File: src/rtl/status_event_pkg.sv
// Constants and types for the status and event reporting bank
package status_event_pkg;

    localparam int DATA_W = 8;

    // Event status bits
    localparam int EV_PON = 7;
    localparam int EV_CMD = 5;
    localparam int EV_EXE = 4;
    localparam int EV_QRY = 2;
    localparam int EV_OPC = 0;
    localparam logic [7:0] EV_USED = 8'hb5;
    localparam logic [7:0] EV_RESET = 8'h80;

    // Status byte bits
    localparam int SB_RQS = 6;
    localparam int SB_ESB = 5;
    localparam int SB_MAV = 4;
    localparam int SB_TRIP = 1;
    localparam logic [7:0] MASK_RESET = 8'h00;

    // Execution error codes
    localparam logic [7:0] EXE_NONE = 8'h00;
    localparam logic [7:0] EXE_RANGE = 8'h65;
    localparam logic [7:0] EXE_MODE = 8'h66;
    localparam logic [7:0] EXE_FUNC = 8'h67;

    // Query error codes
    localparam logic [7:0] QRY_NONE = 8'h00;
    localparam logic [7:0] QRY_INTERRUPTED = 8'h01;
    localparam logic [7:0] QRY_DEADLOCK = 8'h02;
    localparam logic [7:0] QRY_UNTERMINATED = 8'h03;

    // Execution error causes
    typedef enum logic [1:0] {
        EXE_CAUSE_RANGE = 2'b01,
        EXE_CAUSE_MODE = 2'b10,
        EXE_CAUSE_FUNC = 2'b11
    } exe_cause_t;

    // Query selects, one-cycle strobe
    typedef enum logic [3:0] {
        Q_NONE = 4'h0,
        Q_EVENT = 4'h1,
        Q_EVENT_MASK = 4'h2,
        Q_EXE_CODE = 4'h3,
        Q_QRY_CODE = 4'h4,
        Q_STATUS = 4'h5,
        Q_SRQ_MASK = 4'h6,
        Q_PP_MASK = 4'h7,
        Q_IST = 4'h8,
        Q_TRIP = 4'h9,
        Q_TRIP_MASK = 4'ha
    } query_t;

    // Write selects, one-cycle strobe
    typedef enum logic [2:0] {
        W_NONE = 3'h0,
        W_EVENT_MASK = 3'h1,
        W_SRQ_MASK = 3'h2,
        W_PP_MASK = 3'h3,
        W_TRIP_MASK = 3'h4
    } write_t;

endpackage

File: src/rtl/status_event_reporting.sv
// Status and event reporting register bank
`timescale 1ns/100ps
module status_event_reporting
    import status_event_pkg::*;
(
    input wire logic clk,
    input wire logic nrst,
    input wire logic init_done,
    input wire logic syntax_error,
    input wire logic exe_error,
    input wire exe_cause_t exe_cause,
    input wire logic opc_cmd,
    input wire logic clear_status,
    input wire logic [2:0] write_sel,
    input wire logic [7:0] write_data,
    input wire logic [3:0] query_sel,
    input wire logic serial_poll,
    input wire logic response_ready,
    input wire logic terminator_sent,
    input wire logic talk_addressed,
    input wire logic formatter_idle,
    input wire logic queue_empty,
    input wire logic queue_full,
    input wire logic terminator_parsed,
    input wire logic extra_end,
    input wire logic [7:0] trip_condition,
    output logic [7:0] read_data,
    output logic read_valid,
    output logic poll_data_valid,
    output logic service_request,
    output logic ist,
    output logic parser_reset,
    output logic response_discard
);

    logic [7:0] event_status;
    logic [7:0] event_status_mask;
    logic [7:0] execution_error_code;
    logic [7:0] query_error_code;
    logic [7:0] service_request_mask;
    logic [7:0] parallel_poll_mask;
    logic [7:0] input_trip_flags;
    logic [7:0] input_trip_mask;
    logic mav;
    logic rqs;
    logic esb;
    logic input_trip_summary;
    logic mss;
    logic [7:0] status_summary_byte;
    logic q_unterm;
    logic q_dead;
    logic q_input_trip_summary;
    logic query_error;
    logic trip_pending;
    logic next_ist;
    logic [7:0] event_sets;
    logic srq_spent;
    query_t q;
    write_t w;

    assign q = query_t'(query_sel);
    assign w = write_t'(write_sel);

    // ------------------------------------------------------------
    // Summary logic
    // ------------------------------------------------------------
    assign esb = |(event_status & event_status_mask);
    assign input_trip_summary = |(input_trip_flags & input_trip_mask);
    assign mss = |({1'b0, 1'b0, esb, mav, 2'b00, input_trip_summary, 1'b0}
        & service_request_mask);
    // Unused bits held at zero
    assign status_summary_byte = {1'b0, mss, esb, mav, 2'b00,
        input_trip_summary, 1'b0};
    assign next_ist = |(status_summary_byte & parallel_poll_mask);

    // ------------------------------------------------------------
    // Query error detection
    // ------------------------------------------------------------
    assign q_unterm = talk_addressed && formatter_idle && queue_empty;
    assign q_dead = mav && queue_full;
    assign q_input_trip_summary = mav && (terminator_parsed || extra_end);
    assign query_error = q_unterm || q_dead || q_input_trip_summary;

    // ------------------------------------------------------------
    // Event status register
    // ------------------------------------------------------------
    always_comb begin
        event_sets = 8'h00;
        event_sets[EV_PON] = init_done;
        event_sets[EV_CMD] = syntax_error;
        event_sets[EV_EXE] = exe_error;
        event_sets[EV_QRY] = query_error;
        event_sets[EV_OPC] = opc_cmd;
    end

    always_ff @(posedge clk or negedge nrst) begin
        if (!nrst) begin
            event_status <= EV_RESET;
        end else if (q == Q_EVENT || clear_status) begin
            // Set wins over clear
            event_status <= event_sets & EV_USED;
        end else begin
            event_status <= (event_status | event_sets) & EV_USED;
        end
    end

    // ------------------------------------------------------------
    // Execution error code
    // ------------------------------------------------------------
    always_ff @(posedge clk or negedge nrst) begin
        if (!nrst) begin
            execution_error_code <= EXE_NONE;
        end else if (exe_error) begin
            unique case (exe_cause)
                EXE_CAUSE_RANGE: execution_error_code <= EXE_RANGE;
                EXE_CAUSE_MODE: execution_error_code <= EXE_MODE;
                EXE_CAUSE_FUNC: execution_error_code <= EXE_FUNC;
                default: execution_error_code <= EXE_RANGE;
            endcase
        end else if (q == Q_EXE_CODE || clear_status) begin
            execution_error_code <= EXE_NONE;
        end
    end

    // ------------------------------------------------------------
    // Query error code
    // ------------------------------------------------------------
    always_ff @(posedge clk or negedge nrst) begin
        if (!nrst) begin
            query_error_code <= QRY_NONE;
        end else if (q_unterm) begin
            query_error_code <= QRY_UNTERMINATED;
        end else if (q_dead) begin
            query_error_code <= QRY_DEADLOCK;
        end else if (q_input_trip_summary) begin
            query_error_code <= QRY_INTERRUPTED;
        end else if (q == Q_QRY_CODE || clear_status) begin
            query_error_code <= QRY_NONE;
        end
    end

    // ------------------------------------------------------------
    // Mask registers
    // ------------------------------------------------------------
    always_ff @(posedge clk or negedge nrst) begin
        if (!nrst) begin
            event_status_mask <= MASK_RESET;
            service_request_mask <= MASK_RESET;
            parallel_poll_mask <= MASK_RESET;
            input_trip_mask <= MASK_RESET;
        end else begin
            unique case (w)
                W_EVENT_MASK: event_status_mask <= write_data;
                W_SRQ_MASK: service_request_mask <= write_data;
                W_PP_MASK: parallel_poll_mask <= write_data;
                W_TRIP_MASK: input_trip_mask <= write_data;
                W_NONE: ;
                default: ;
            endcase
        end
    end

    // ------------------------------------------------------------
    // Input trip flags
    // ------------------------------------------------------------
    always_ff @(posedge clk or negedge nrst) begin
        if (!nrst) begin
            input_trip_flags <= 8'h00;
            trip_pending <= 1'b0;
        end else begin
            trip_pending <= (q == Q_TRIP);
            if (trip_pending || clear_status) begin
                // After response only live conditions remain
                input_trip_flags <= trip_condition;
            end else begin
                input_trip_flags <= input_trip_flags | trip_condition;
            end
        end
    end

    // ------------------------------------------------------------
    // Message available and parser control
    // ------------------------------------------------------------
    always_ff @(posedge clk or negedge nrst) begin
        if (!nrst) begin
            mav <= 1'b0;
            parser_reset <= 1'b0;
            response_discard <= 1'b0;
        end else begin
            if (q_dead || q_input_trip_summary) begin
                mav <= 1'b0;
            end else if (response_ready) begin
                mav <= 1'b1;
            end else if (terminator_sent) begin
                mav <= 1'b0;
            end
            parser_reset <= syntax_error || q_unterm;
            response_discard <= q_dead || q_input_trip_summary;
        end
    end

    // ------------------------------------------------------------
    // Service request and parallel poll
    // ------------------------------------------------------------
    always_ff @(posedge clk or negedge nrst) begin
        if (!nrst) begin
            rqs <= 1'b0;
            service_request <= 1'b0;
            srq_spent <= 1'b0;
            ist <= 1'b0;
        end else begin
            if (!mss) begin
                rqs <= 1'b0;
                service_request <= 1'b0;
                srq_spent <= 1'b0;
            end else if (!srq_spent) begin
                // One request per rise of the summary
                rqs <= 1'b1;
                service_request <= 1'b1;
                srq_spent <= 1'b1;
            end else if (serial_poll) begin
                rqs <= 1'b0;
                service_request <= 1'b0;
            end
            ist <= next_ist;
        end
    end

    // ------------------------------------------------------------
    // Read answers
    // ------------------------------------------------------------
    always_ff @(posedge clk or negedge nrst) begin
        if (!nrst) begin
            read_data <= 8'h00;
            read_valid <= 1'b0;
            poll_data_valid <= 1'b0;
        end else begin
            read_valid <= (q != Q_NONE) || serial_poll;
            poll_data_valid <= serial_poll;
            if (serial_poll) begin
                read_data <= {1'b0, rqs, status_summary_byte[5:0]};
            end else begin
                unique case (q)
                    Q_EVENT: read_data <= event_status;
                    Q_EVENT_MASK: read_data <= event_status_mask;
                    Q_EXE_CODE: read_data <= execution_error_code;
                    Q_QRY_CODE: read_data <= query_error_code;
                    Q_STATUS: read_data <= status_summary_byte;
                    Q_SRQ_MASK: read_data <= service_request_mask;
                    Q_PP_MASK: read_data <= parallel_poll_mask;
                    Q_IST: read_data <= {7'h00, next_ist};
                    Q_TRIP: read_data <= input_trip_flags;
                    Q_TRIP_MASK: read_data <= input_trip_mask;
                    default: read_data <= 8'h00;
                endcase
            end
        end
    end

    // ------------------------------------------------------------
    // Checks
    // ------------------------------------------------------------
    property p_unused_event_bits;
        @(posedge clk) disable iff (!nrst)
        (event_status & ~EV_USED) == 8'h00;
    endproperty
    a_unused_event_bits: assert property (p_unused_event_bits)
        else $error("unused event bit set");

    property p_opc_sets;
        @(posedge clk) disable iff (!nrst)
        opc_cmd |=> event_status[EV_OPC];
    endproperty
    a_opc_sets: assert property (p_opc_sets)
        else $error("opc bit not set");

    property p_opc_only;
        @(posedge clk) disable iff (!nrst)
        !opc_cmd && !event_status[EV_OPC] |=> !event_status[EV_OPC];
    endproperty
    a_opc_only: assert property (p_opc_only)
        else $error("opc bit set without command");

    property p_event_read_clears;
        @(posedge clk) disable iff (!nrst)
        q == Q_EVENT && !init_done && !syntax_error && !exe_error &&
            !query_error && !opc_cmd |=> event_status == 8'h00;
    endproperty
    a_event_read_clears: assert property (p_event_read_clears)
        else $error("event status not cleared by read");

    property p_exe_sets_bit4;
        @(posedge clk) disable iff (!nrst)
        exe_error |=> event_status[EV_EXE] && execution_error_code != 8'h00;
    endproperty
    a_exe_sets_bit4: assert property (p_exe_sets_bit4)
        else $error("execution error not reported");

    property p_unterm;
        @(posedge clk) disable iff (!nrst)
        q_unterm |=> query_error_code == QRY_UNTERMINATED &&
            event_status[EV_QRY] && parser_reset;
    endproperty
    a_unterm: assert property (p_unterm)
        else $error("unterminated error not reported");

    property p_deadlock;
        @(posedge clk) disable iff (!nrst)
        q_dead && !q_unterm |=> query_error_code == QRY_DEADLOCK && !mav;
    endproperty
    a_deadlock: assert property (p_deadlock)
        else $error("deadlock error not reported");

    property p_ist;
        @(posedge clk) disable iff (!nrst)
        ##1 ist == $past(|(status_summary_byte & parallel_poll_mask));
    endproperty
    a_ist: assert property (p_ist)
        else $error("ist mismatch");

    property p_status_zero_bits;
        @(posedge clk) disable iff (!nrst)
        (status_summary_byte & 8'h8d) == 8'h00;
    endproperty
    a_status_zero_bits: assert property (p_status_zero_bits)
        else $error("unused status bit set");

    property p_poll_clears_rqs;
        @(posedge clk) disable iff (!nrst)
        serial_poll && rqs |=> !rqs && !service_request;
    endproperty
    a_poll_clears_rqs: assert property (p_poll_clears_rqs)
        else $error("poll did not clear request");

    property p_rose_mss;
        @(posedge clk) disable iff (!nrst)
        $rose(mss) |=> rqs && service_request;
    endproperty
    a_rose_mss: assert property (p_rose_mss)
        else $error("summary rise raised no request");

    property p_not_rearmed;
        @(posedge clk) disable iff (!nrst)
        $fell(rqs) && $past(mss) && mss |=> !rqs;
    endproperty
    a_not_rearmed: assert property (p_not_rearmed)
        else $error("request raised again while summary held");

    property p_mav_sets;
        @(posedge clk) disable iff (!nrst)
        response_ready && !q_dead && !q_input_trip_summary |=> mav;
    endproperty
    a_mav_sets: assert property (p_mav_sets)
        else $error("message available not set");

    property p_mav_clears;
        @(posedge clk) disable iff (!nrst)
        terminator_sent && !response_ready |=> !mav;
    endproperty
    a_mav_clears: assert property (p_mav_clears)
        else $error("message available not cleared");

    property p_interrupted;
        @(posedge clk) disable iff (!nrst)
        q_input_trip_summary && !q_unterm && !q_dead |=> query_error_code ==
            QRY_INTERRUPTED && !mav && response_discard && event_status[EV_QRY];
    endproperty
    a_interrupted: assert property (p_interrupted)
        else $error("interrupted error not reported");

    property p_trip_hold;
        @(posedge clk) disable iff (!nrst)
        !trip_pending && !clear_status |=>
            ($past(input_trip_flags) & ~input_trip_flags) == 8'h00;
    endproperty
    a_trip_hold: assert property (p_trip_hold)
        else $error("trip flag cleared before query");

endmodule

File: config.mk
export PLATFORM = sky130hd
export DESIGN_NAME = status_event_reporting
export DESIGN_NICKNAME = d
export VERILOG_FILES = /design/src/rtl/status_event_pkg.sv /design/src/rtl/status_event_reporting.sv
export SDC_FILE = /design/constraint.sdc
export NUM_CORES = 1
export LEC_CHECK = 0
export ABC_AREA = 1
export BUFFER_PORTS_ARGS = -buffer_cell sky130_fd_sc_hd__buf_4
export CAP_MARGIN = 25
export CORE_MARGIN = 3
export CORE_UTILIZATION = 40
export DETAILED_ROUTE_END_ITERATION = 10
export PLACE_DENSITY = 0.7
export SLEW_MARGIN = 20
export SYNTH_ARGS = -nofsm -noshare
export SYNTH_HDL_FRONTEND = slang
export SYNTH_SLANG_ARGS = --single-unit
File: constraint.sdc
create_clock -name clk -period 1.7 [get_ports clk]
set_clock_uncertainty 0.15 [all_clocks]
set_input_delay 0.255 -clock clk [delete_from_list [all_inputs] [get_ports clk]]
set_output_delay 0.255 -clock clk [all_outputs]
set_load 0.01 [all_outputs]
==> results.toml, run 1 <==
[pwr]
comb_power_share = 0.157
ir_worst_vdd_uv = 453.4
pwr-share-seq = 0.446
p_leak_nw = 2.011
power.density_nw_per_um2 = 1094
p_sw_w = 0.001146
intPower_w = 0.003256
p_sw_frac = 0.2604
clkPwrFrac = 0.397

[setup_path]
cp.buffers_inverters = 3
cp_slowest_cell = "dlygate4sd3_1"
cpLargestDelayFamily = "buffers and inverters"
crit_path_max_fanout = 1
critPathLaunchType = "primary input"
slowest_delay_ns = 0.57
critPathKind = "in2reg"
worstPathRequired_ns = 1.79
crit_chain = "dlygate4sd3_1 > buf_4 > o21ai_0 > dlygate4sd3_1 > nand2_1"
cp.arrival_ns = 1.68
endpoint_kind = "register"
crit_top_cell = "dlygate4sd3_1"

[cells_and_area]
fin_nets = 478
register_area_um2 = 1678
drive_gt1_frac = 0.2149
antenna_cells = 0
multi_input_area_um2 = 1162
area_growth_pct = 34.45
fin_area_um2 = 4024
fill_cells = 653

[timing]
period_needed_ns = 1.589
final.period_utilization = 0.9345
final-setup-viol-count = 0
setup_tns_ns = 0
finalHoldViolCount = 0
timing.hold.ws_ns = 0.006086
drv_slew = 0
rsz0062_at_grt = "no"
finalWorstSetupSlack_ns = 0.1114
tightest_slew_ns = 0.4983
slew-limit-headroom = 0.6670
max_freq_mhz = 629.5

[grt]
grtUsageTotal = 0.1942
grt_first_pass_wirelength_um = 12940
overflow = 0
grt_max_degree = 33
use_met1 = 0.2486
antenna_found_initial = 0
use_met3 = 0.03818
grtUsageMet2 = 0.3317
grt_pass1_vias = 2687
busiest_layer = "met2"

[clock_tree]
cts_tree = "done"
clk_transition_reported_paths_ns = 0.07
cts_max_path_buffers = 2
clock_sinks = 67
cts-root-buf = "clkbuf_8"
cts_buffers = 9
cts_max_level = 3
clk_latency_ns = 0.35

[synth]
syn_avg_cell_area_um2 = 8.431
synth_simple_gate_area_frac = 0.2441
muxShareOfSynthArea = 0
yosysSeqAreaShare = 0.5606
ys_types = 27
syn_inst = 355
synth_compound_area_frac = 0.1375
synthAdderAreaFrac = 0
yosysWarnings = 0
syn_area_um2 = 2993
synth_xor_area_frac = 0
synth_top_family_by_area = "simple AND/OR/NAND/NOR gates"
synth_nets = 396
ys_ff_latch = 67

[die]
die_area_um2 = 8556
fp-row-count = 30
fp.dieW_um = 92.50
coreArea_um2 = 7019
die_y_um = 92.50
ioPinCount = 55
start_util = 0.4264

[run_status]
status = "finished clean"

[routing]
dr.pass1.iters = 4
num_vias = 2657
wl_um = 7771
routedWlPerCell_um = 14.44
drc = 0
viasPerCell = 4.939
drt_iter0_drc = 227
postRouteAntennaNets = 0

[place]
portBuffers = 54
hpwl_um = 5770
placed_area_um2 = 3558
gp_congestion = 0.9273
pre_cts_ws_ns = 0.1504

[job]
maxCapViolCount = 0

[hold_path]
hold_path.class = "in2reg"
## cell families (layout without fill, tap and decap cells)
family / Yosys count / in the layout
AOI/OAI and AO/OA: 72 / 72
buffers and inverters: 46 / 133
DFF: 67 / 67
and+or+nand+nor: 170 / 170
## state kept, by name, summed over array words and instances (netlist names)
signal	count
mav	1
trip_pending	1
read_data	8
response_discard	1
input_trip_mask	8
service_request_mask	8
query_error_code	2
srq_spent	1
event_status_mask	8
input_trip_flags	8
ist	1
read_valid	1
poll_data_valid	1
execution_error_code	3
event_status	5
parallel_poll_mask	8
parser_reset	1
rqs	1
## metal layers
layer	wire, um	up-vias
li1	-	1305
met1	3515	1254
met2	3709	82
met5	0	-
met3	430	16
met4	116	0
## cell usage in the layout (no fill, tap or decap), types with 5 or more instances in the layout
| cell type | synthesis | final |
|---|---|---|
| a21oi_1 | 6 | 6 |
| buf_4 | 0 | 58 |
| clkbuf_8 | 0 | 9 |
| dfrtp_1 | 66 | 66 |
| dlygate4sd3_1 | 0 | 17 |
| inv_1 | 38 | 37 |
| nand2_1 | 121 | 120 |
| nand3_1 | 13 | 12 |
| nand4_1 | 5 | 5 |
| nor2_1 | 18 | 18 |
| nor2_4 | 5 | 6 |
| o21ai_0 | 46 | 46 |
| o21bai_1 | 8 | 8 |
## synthesized netlist by cell type
cell type / number / area [um^2]
nand2_1: 121 / 454.2
dfrtp_1: 66 / 1652
o21ai_0: 46 / 230.2
inv_1: 38 / 142.6
nor2_1: 18 / 67.56
nand3_1: 13 / 65.06
o21bai_1: 8 / 60.06
a21oi_1: 6 / 30.03
clkbuf_1: 6 / 22.52
nand4_1: 5 / 31.28
nor2_4: 5 / 56.30
nand2_2: 3 / 18.77
a31o_2: 2 / 17.52
a41oi_1: 2 / 17.52
inv_2: 2 / 7.510
o211ai_1: 2 / 15.01
o21ai_1: 2 / 10.01
a21boi_0: 1 / 7.510
a22o_1: 1 / 8.760
a31oi_1: 1 / 6.260
dfstp_2: 1 / 26.28
nand2_4: 1 / 11.26
nand3b_1: 1 / 7.510
nor2_2: 1 / 6.260
nor4_1: 1 / 6.260
o2111ai_1: 1 / 8.760
or2_2: 1 / 6.260
## metrics by stage
stage          total power (W)  utilization  cells
2_1_floorplan         0.002300            -    355
3_3_place_gp          0.002623       0.5070    504
3_5_place_dp          0.002647       0.5070    504
4_1_cts               0.004425       0.5704    538
5_1_grt               0.004605       0.5733    538
6_report              0.004402       0.5733    538
## power by group through the flow
stage | logic, W | clock network, W | registers (W)
global placement | 0.000639 | 0 | 0.00198
global route | 0.000790 | 0.00183 | 0.00199
floorplan | 0.000330 | 0 | 0.00197
detailed placement | 0.000658 | 0 | 0.00199
CTS | 0.000695 | 0.00177 | 0.00196
finish | 0.000691 | 0.00175 | 0.00196
## cell type report
| type | count | area share |
|---|---|---|
| flip-flops and latches | 67 | 0.4170 |
| well taps | 96 | 0.02985 |
| clock inverters | 6 | 0.03420 |
| inverters | 40 | 0.03794 |
| multi-input cells | 242 | 0.2889 |
| clock buffers | 10 | 0.03172 |
| repair buffers | 77 | 0.1604 |
## what timing repair did
item / 4_1_cts / 5_1_grt
buffers inserted: 0 / 1
gates resized for setup: 0 / 7
hold buffers: 18 / 0
hold endpoints to repair: 46 / 0
endpoints found under the setup margin: 0 / 4
## worst reg2reg max path: stages, from the launching register on
cell	delay, ns
dfrtp_1	0.40
nand2_1	0.07
nand2_1	0.07
nor2_1	0.10
nand2_1	0.10
nand2_1	0.07
nand3_1	0.14
nand2_1	0.11
nand2_1	0.10
nand2_1	0.08
a21oi_1	0.05
## path summary, 6_finish.rpt
| check | from | to | slack [ns] | cells after the start |
|---|---|---|---|---|
| max in group asynchronous | nrst | input_trip_mask[3] | 0.68 | 3 |
| worst min-delay path | query_sel[3] | read_valid | 0.006 | 3 |
| min in group asynchronous | nrst | execution_error_code[0] | 0.25 | 2 |
| worst max-delay path | exe_cause[0] | execution_error_code[0] | 0.11 | 5 |
| worst min register to register | parallel_poll_mask[2] | parallel_poll_mask[2] | 0.34 | 2 |
| worst max register to register | input_trip_mask[2] | read_data[0] | 0.14 | 10 |
Note: power is estimated with default switching activity, not from simulation.
==> run 2: changes to the inputs <==
==> constraint.sdc (replaced) <==
create_clock -name clk -period 1.9 [get_ports clk]
set_clock_uncertainty 0.15 [all_clocks]
set_input_delay 0.285 -clock clk [delete_from_list [all_inputs] [get_ports clk]]
set_output_delay 0.285 -clock clk [all_outputs]
set_load 0.01 [all_outputs]
==> results.toml, run 2 (synthesis gave the netlist of run 1 again) <==
[run_status]
status = "finished clean"

[routing]
drc = 0
viasPerCell = 4.996
drt_iter0_drc = 145
postRouteAntennaNets = 0
num_vias = 2633
routedWlPerCell_um = 14.77
dr.pass1.iters = 5
wl_um = 7784

[cells_and_area]
fin_area_um2 = 3799
area_growth_pct = 26.92
final_cell_mix = "nand2_1, dfrtp_1, buf_4"
antenna_cells = 0
fin_nets = 467
fill_cells = 661
drive_gt1_frac = 0.1949
mostFrequentLayoutCell = "nand2_1"

[setup_path]
critPathLaunchType = "register"
crit_chain = "nand2_1 > nand3_1 > nor2_1 > inv_1 > a21boi_0 > nand3_1 > o21ai_1 > nand2_1"
cp_slowest_cell = "dfrtp_1"
crit_cells = 8
cp.buffers_inverters = 1
cp.arrival_ns = 1.70
critPathKind = "reg2reg"
ff2ff_path_depth = 8
endpoint_kind = "register"
crit_path_max_fanout = 3
worstPathRequired_ns = 1.98
cpLargestDelayFamily = "simple AND/OR/NAND/NOR gates"
slowest_delay_ns = 0.42

[timing]
setup_tns_ns = 0
finalHoldViolCount = 0
timing.hold.ws_ns = 0.001974
final.period_utilization = 0.8524
final-setup-viol-count = 0
tightest_slew_ns = 0.5803
max_freq_mhz = 617.5
drv_slew = 0
rsz0062_at_grt = "no"
period_needed_ns = 1.620
slew-limit-headroom = 0.6121

[clock_tree]
clk_transition_reported_paths_ns = 0.07
cts_max_path_buffers = 2
clock_sinks = 67
clk_latency_ns = 0.34
cts_max_level = 3
cts_buffers = 9
cts-root-buf = "clkbuf_8"
cts_tree = "done"
cts_resized = 0

[grt]
overflow = 0
grt_pass1_vias = 2660
grt_first_pass_wirelength_um = 12890
grtUsageTotal = 0.1972
grt_max_degree = 36
antenna_found_initial = 0

[die]
die_y_um = 92.50
die_area_um2 = 8556
coreArea_um2 = 7019
fp-row-count = 30
start_util = 0.4264
ioPinCount = 55
fp.dieW_um = 92.50

[pwr]
ir_worst_vdd_uv = 369.5
power.density_nw_per_um2 = 894.1
p_leak_nw = 1.916

[place]
portBuffers = 54
gp_congestion = 0.8973
hpwl_um = 5712
placed_area_um2 = 3516

[hold_path]
hold_path.class = "in2reg"
min_path_cells = 3

[job]
maxCapViolCount = 0
run 2: cell count changes in the layout (fill, tap and decap cells not counted), sizes merged:
cell / previous run / this run
buf: 60 / 55
bufinv: 4 / 0
clkbuf: 10 / 14
dlygate4sd3: 17 / 11
run 2: stage by stage:
| stage | util | std cells | worst slack, ns | power, W |
|---|---|---|---|---|
| 6_report | 0.5412 | 527 | 0.2804 | 0.003397 |
| 2_1_floorplan | - | 355 | 0.5937 | 0.002058 |
| 3_3_place_gp | 0.5009 | 500 | 0.2874 | 0.002333 |
| 4_1_cts | 0.5412 | 527 | 0.3268 | 0.003425 |
| 3_5_place_dp | 0.5009 | 500 | 0.2906 | 0.002354 |
| 5_1_grt | 0.5412 | 527 | 0.1859 | 0.003592 |
run 2: final timing paths:
check	startpoint	endpoint	slack, ns
setup / recovery	event_status_mask[2]	read_data[5]	0.28
hold / removal	syntax_error	parser_reset	0.002
setup reg to reg	event_status_mask[2]	read_data[5]	0.28
hold reg to reg	execution_error_code[5]	execution_error_code[5]	0.34
max in group asynchronous	nrst	parallel_poll_mask[3]	0.79
min in group asynchronous	nrst	execution_error_code[0]	0.28
run 2: what timing repair did:
item / 4_1_cts / 5_1_grt
hold buffers: 11 / 0
setup buffers: 0 / 0
hold endpoints to repair: 41 / 0
run 2: final cells by class:
type | instances | area, um^2 | share of cell area
Sequential cell | 67 | 1678 | 0.4417
Multi-Input combinational cell | 242 | 1142 | 0.3007
Timing Repair Buffer | 66 | 535.5 | 0.1410
Clock buffer | 14 | 162.7 | 0.04282
Inverter | 40 | 150.1 | 0.03953
Tap cell | 96 | 120.1 | 0.03162
Clock inverter | 2 | 10.01 | 0.002635
run 2: per-layer routing:
| metal | vias to the layer above | global-route usage | part of all wire |
|---|---|---|---|
| li1 | 1284 | - | - |
| met1 | 1232 | 0.2463 | 0.43 |
| met2 | 104 | 0.3275 | 0.48 |
| met3 | 13 | 0.04712 | 0.070 |
| met4 | 0 | 0.08045 | 0.017 |
| met5 | - | 0 | 0 |
run 2: power breakdown:
part           switching [W]  internal, W
Combinational       0.000326     0.000259
Sequential          0.000138      0.00162
Clock               0.000507     0.000542
run 2: worst register-to-register path, delay by kind of cell (launching register included):
family                 cells  cell delay, ns
flip-flops                 1            0.42
AND/OR/NAND/NOR            5            0.51
AO/OA/AOI/OAI              2            0.36
buffers and inverters      1            0.07
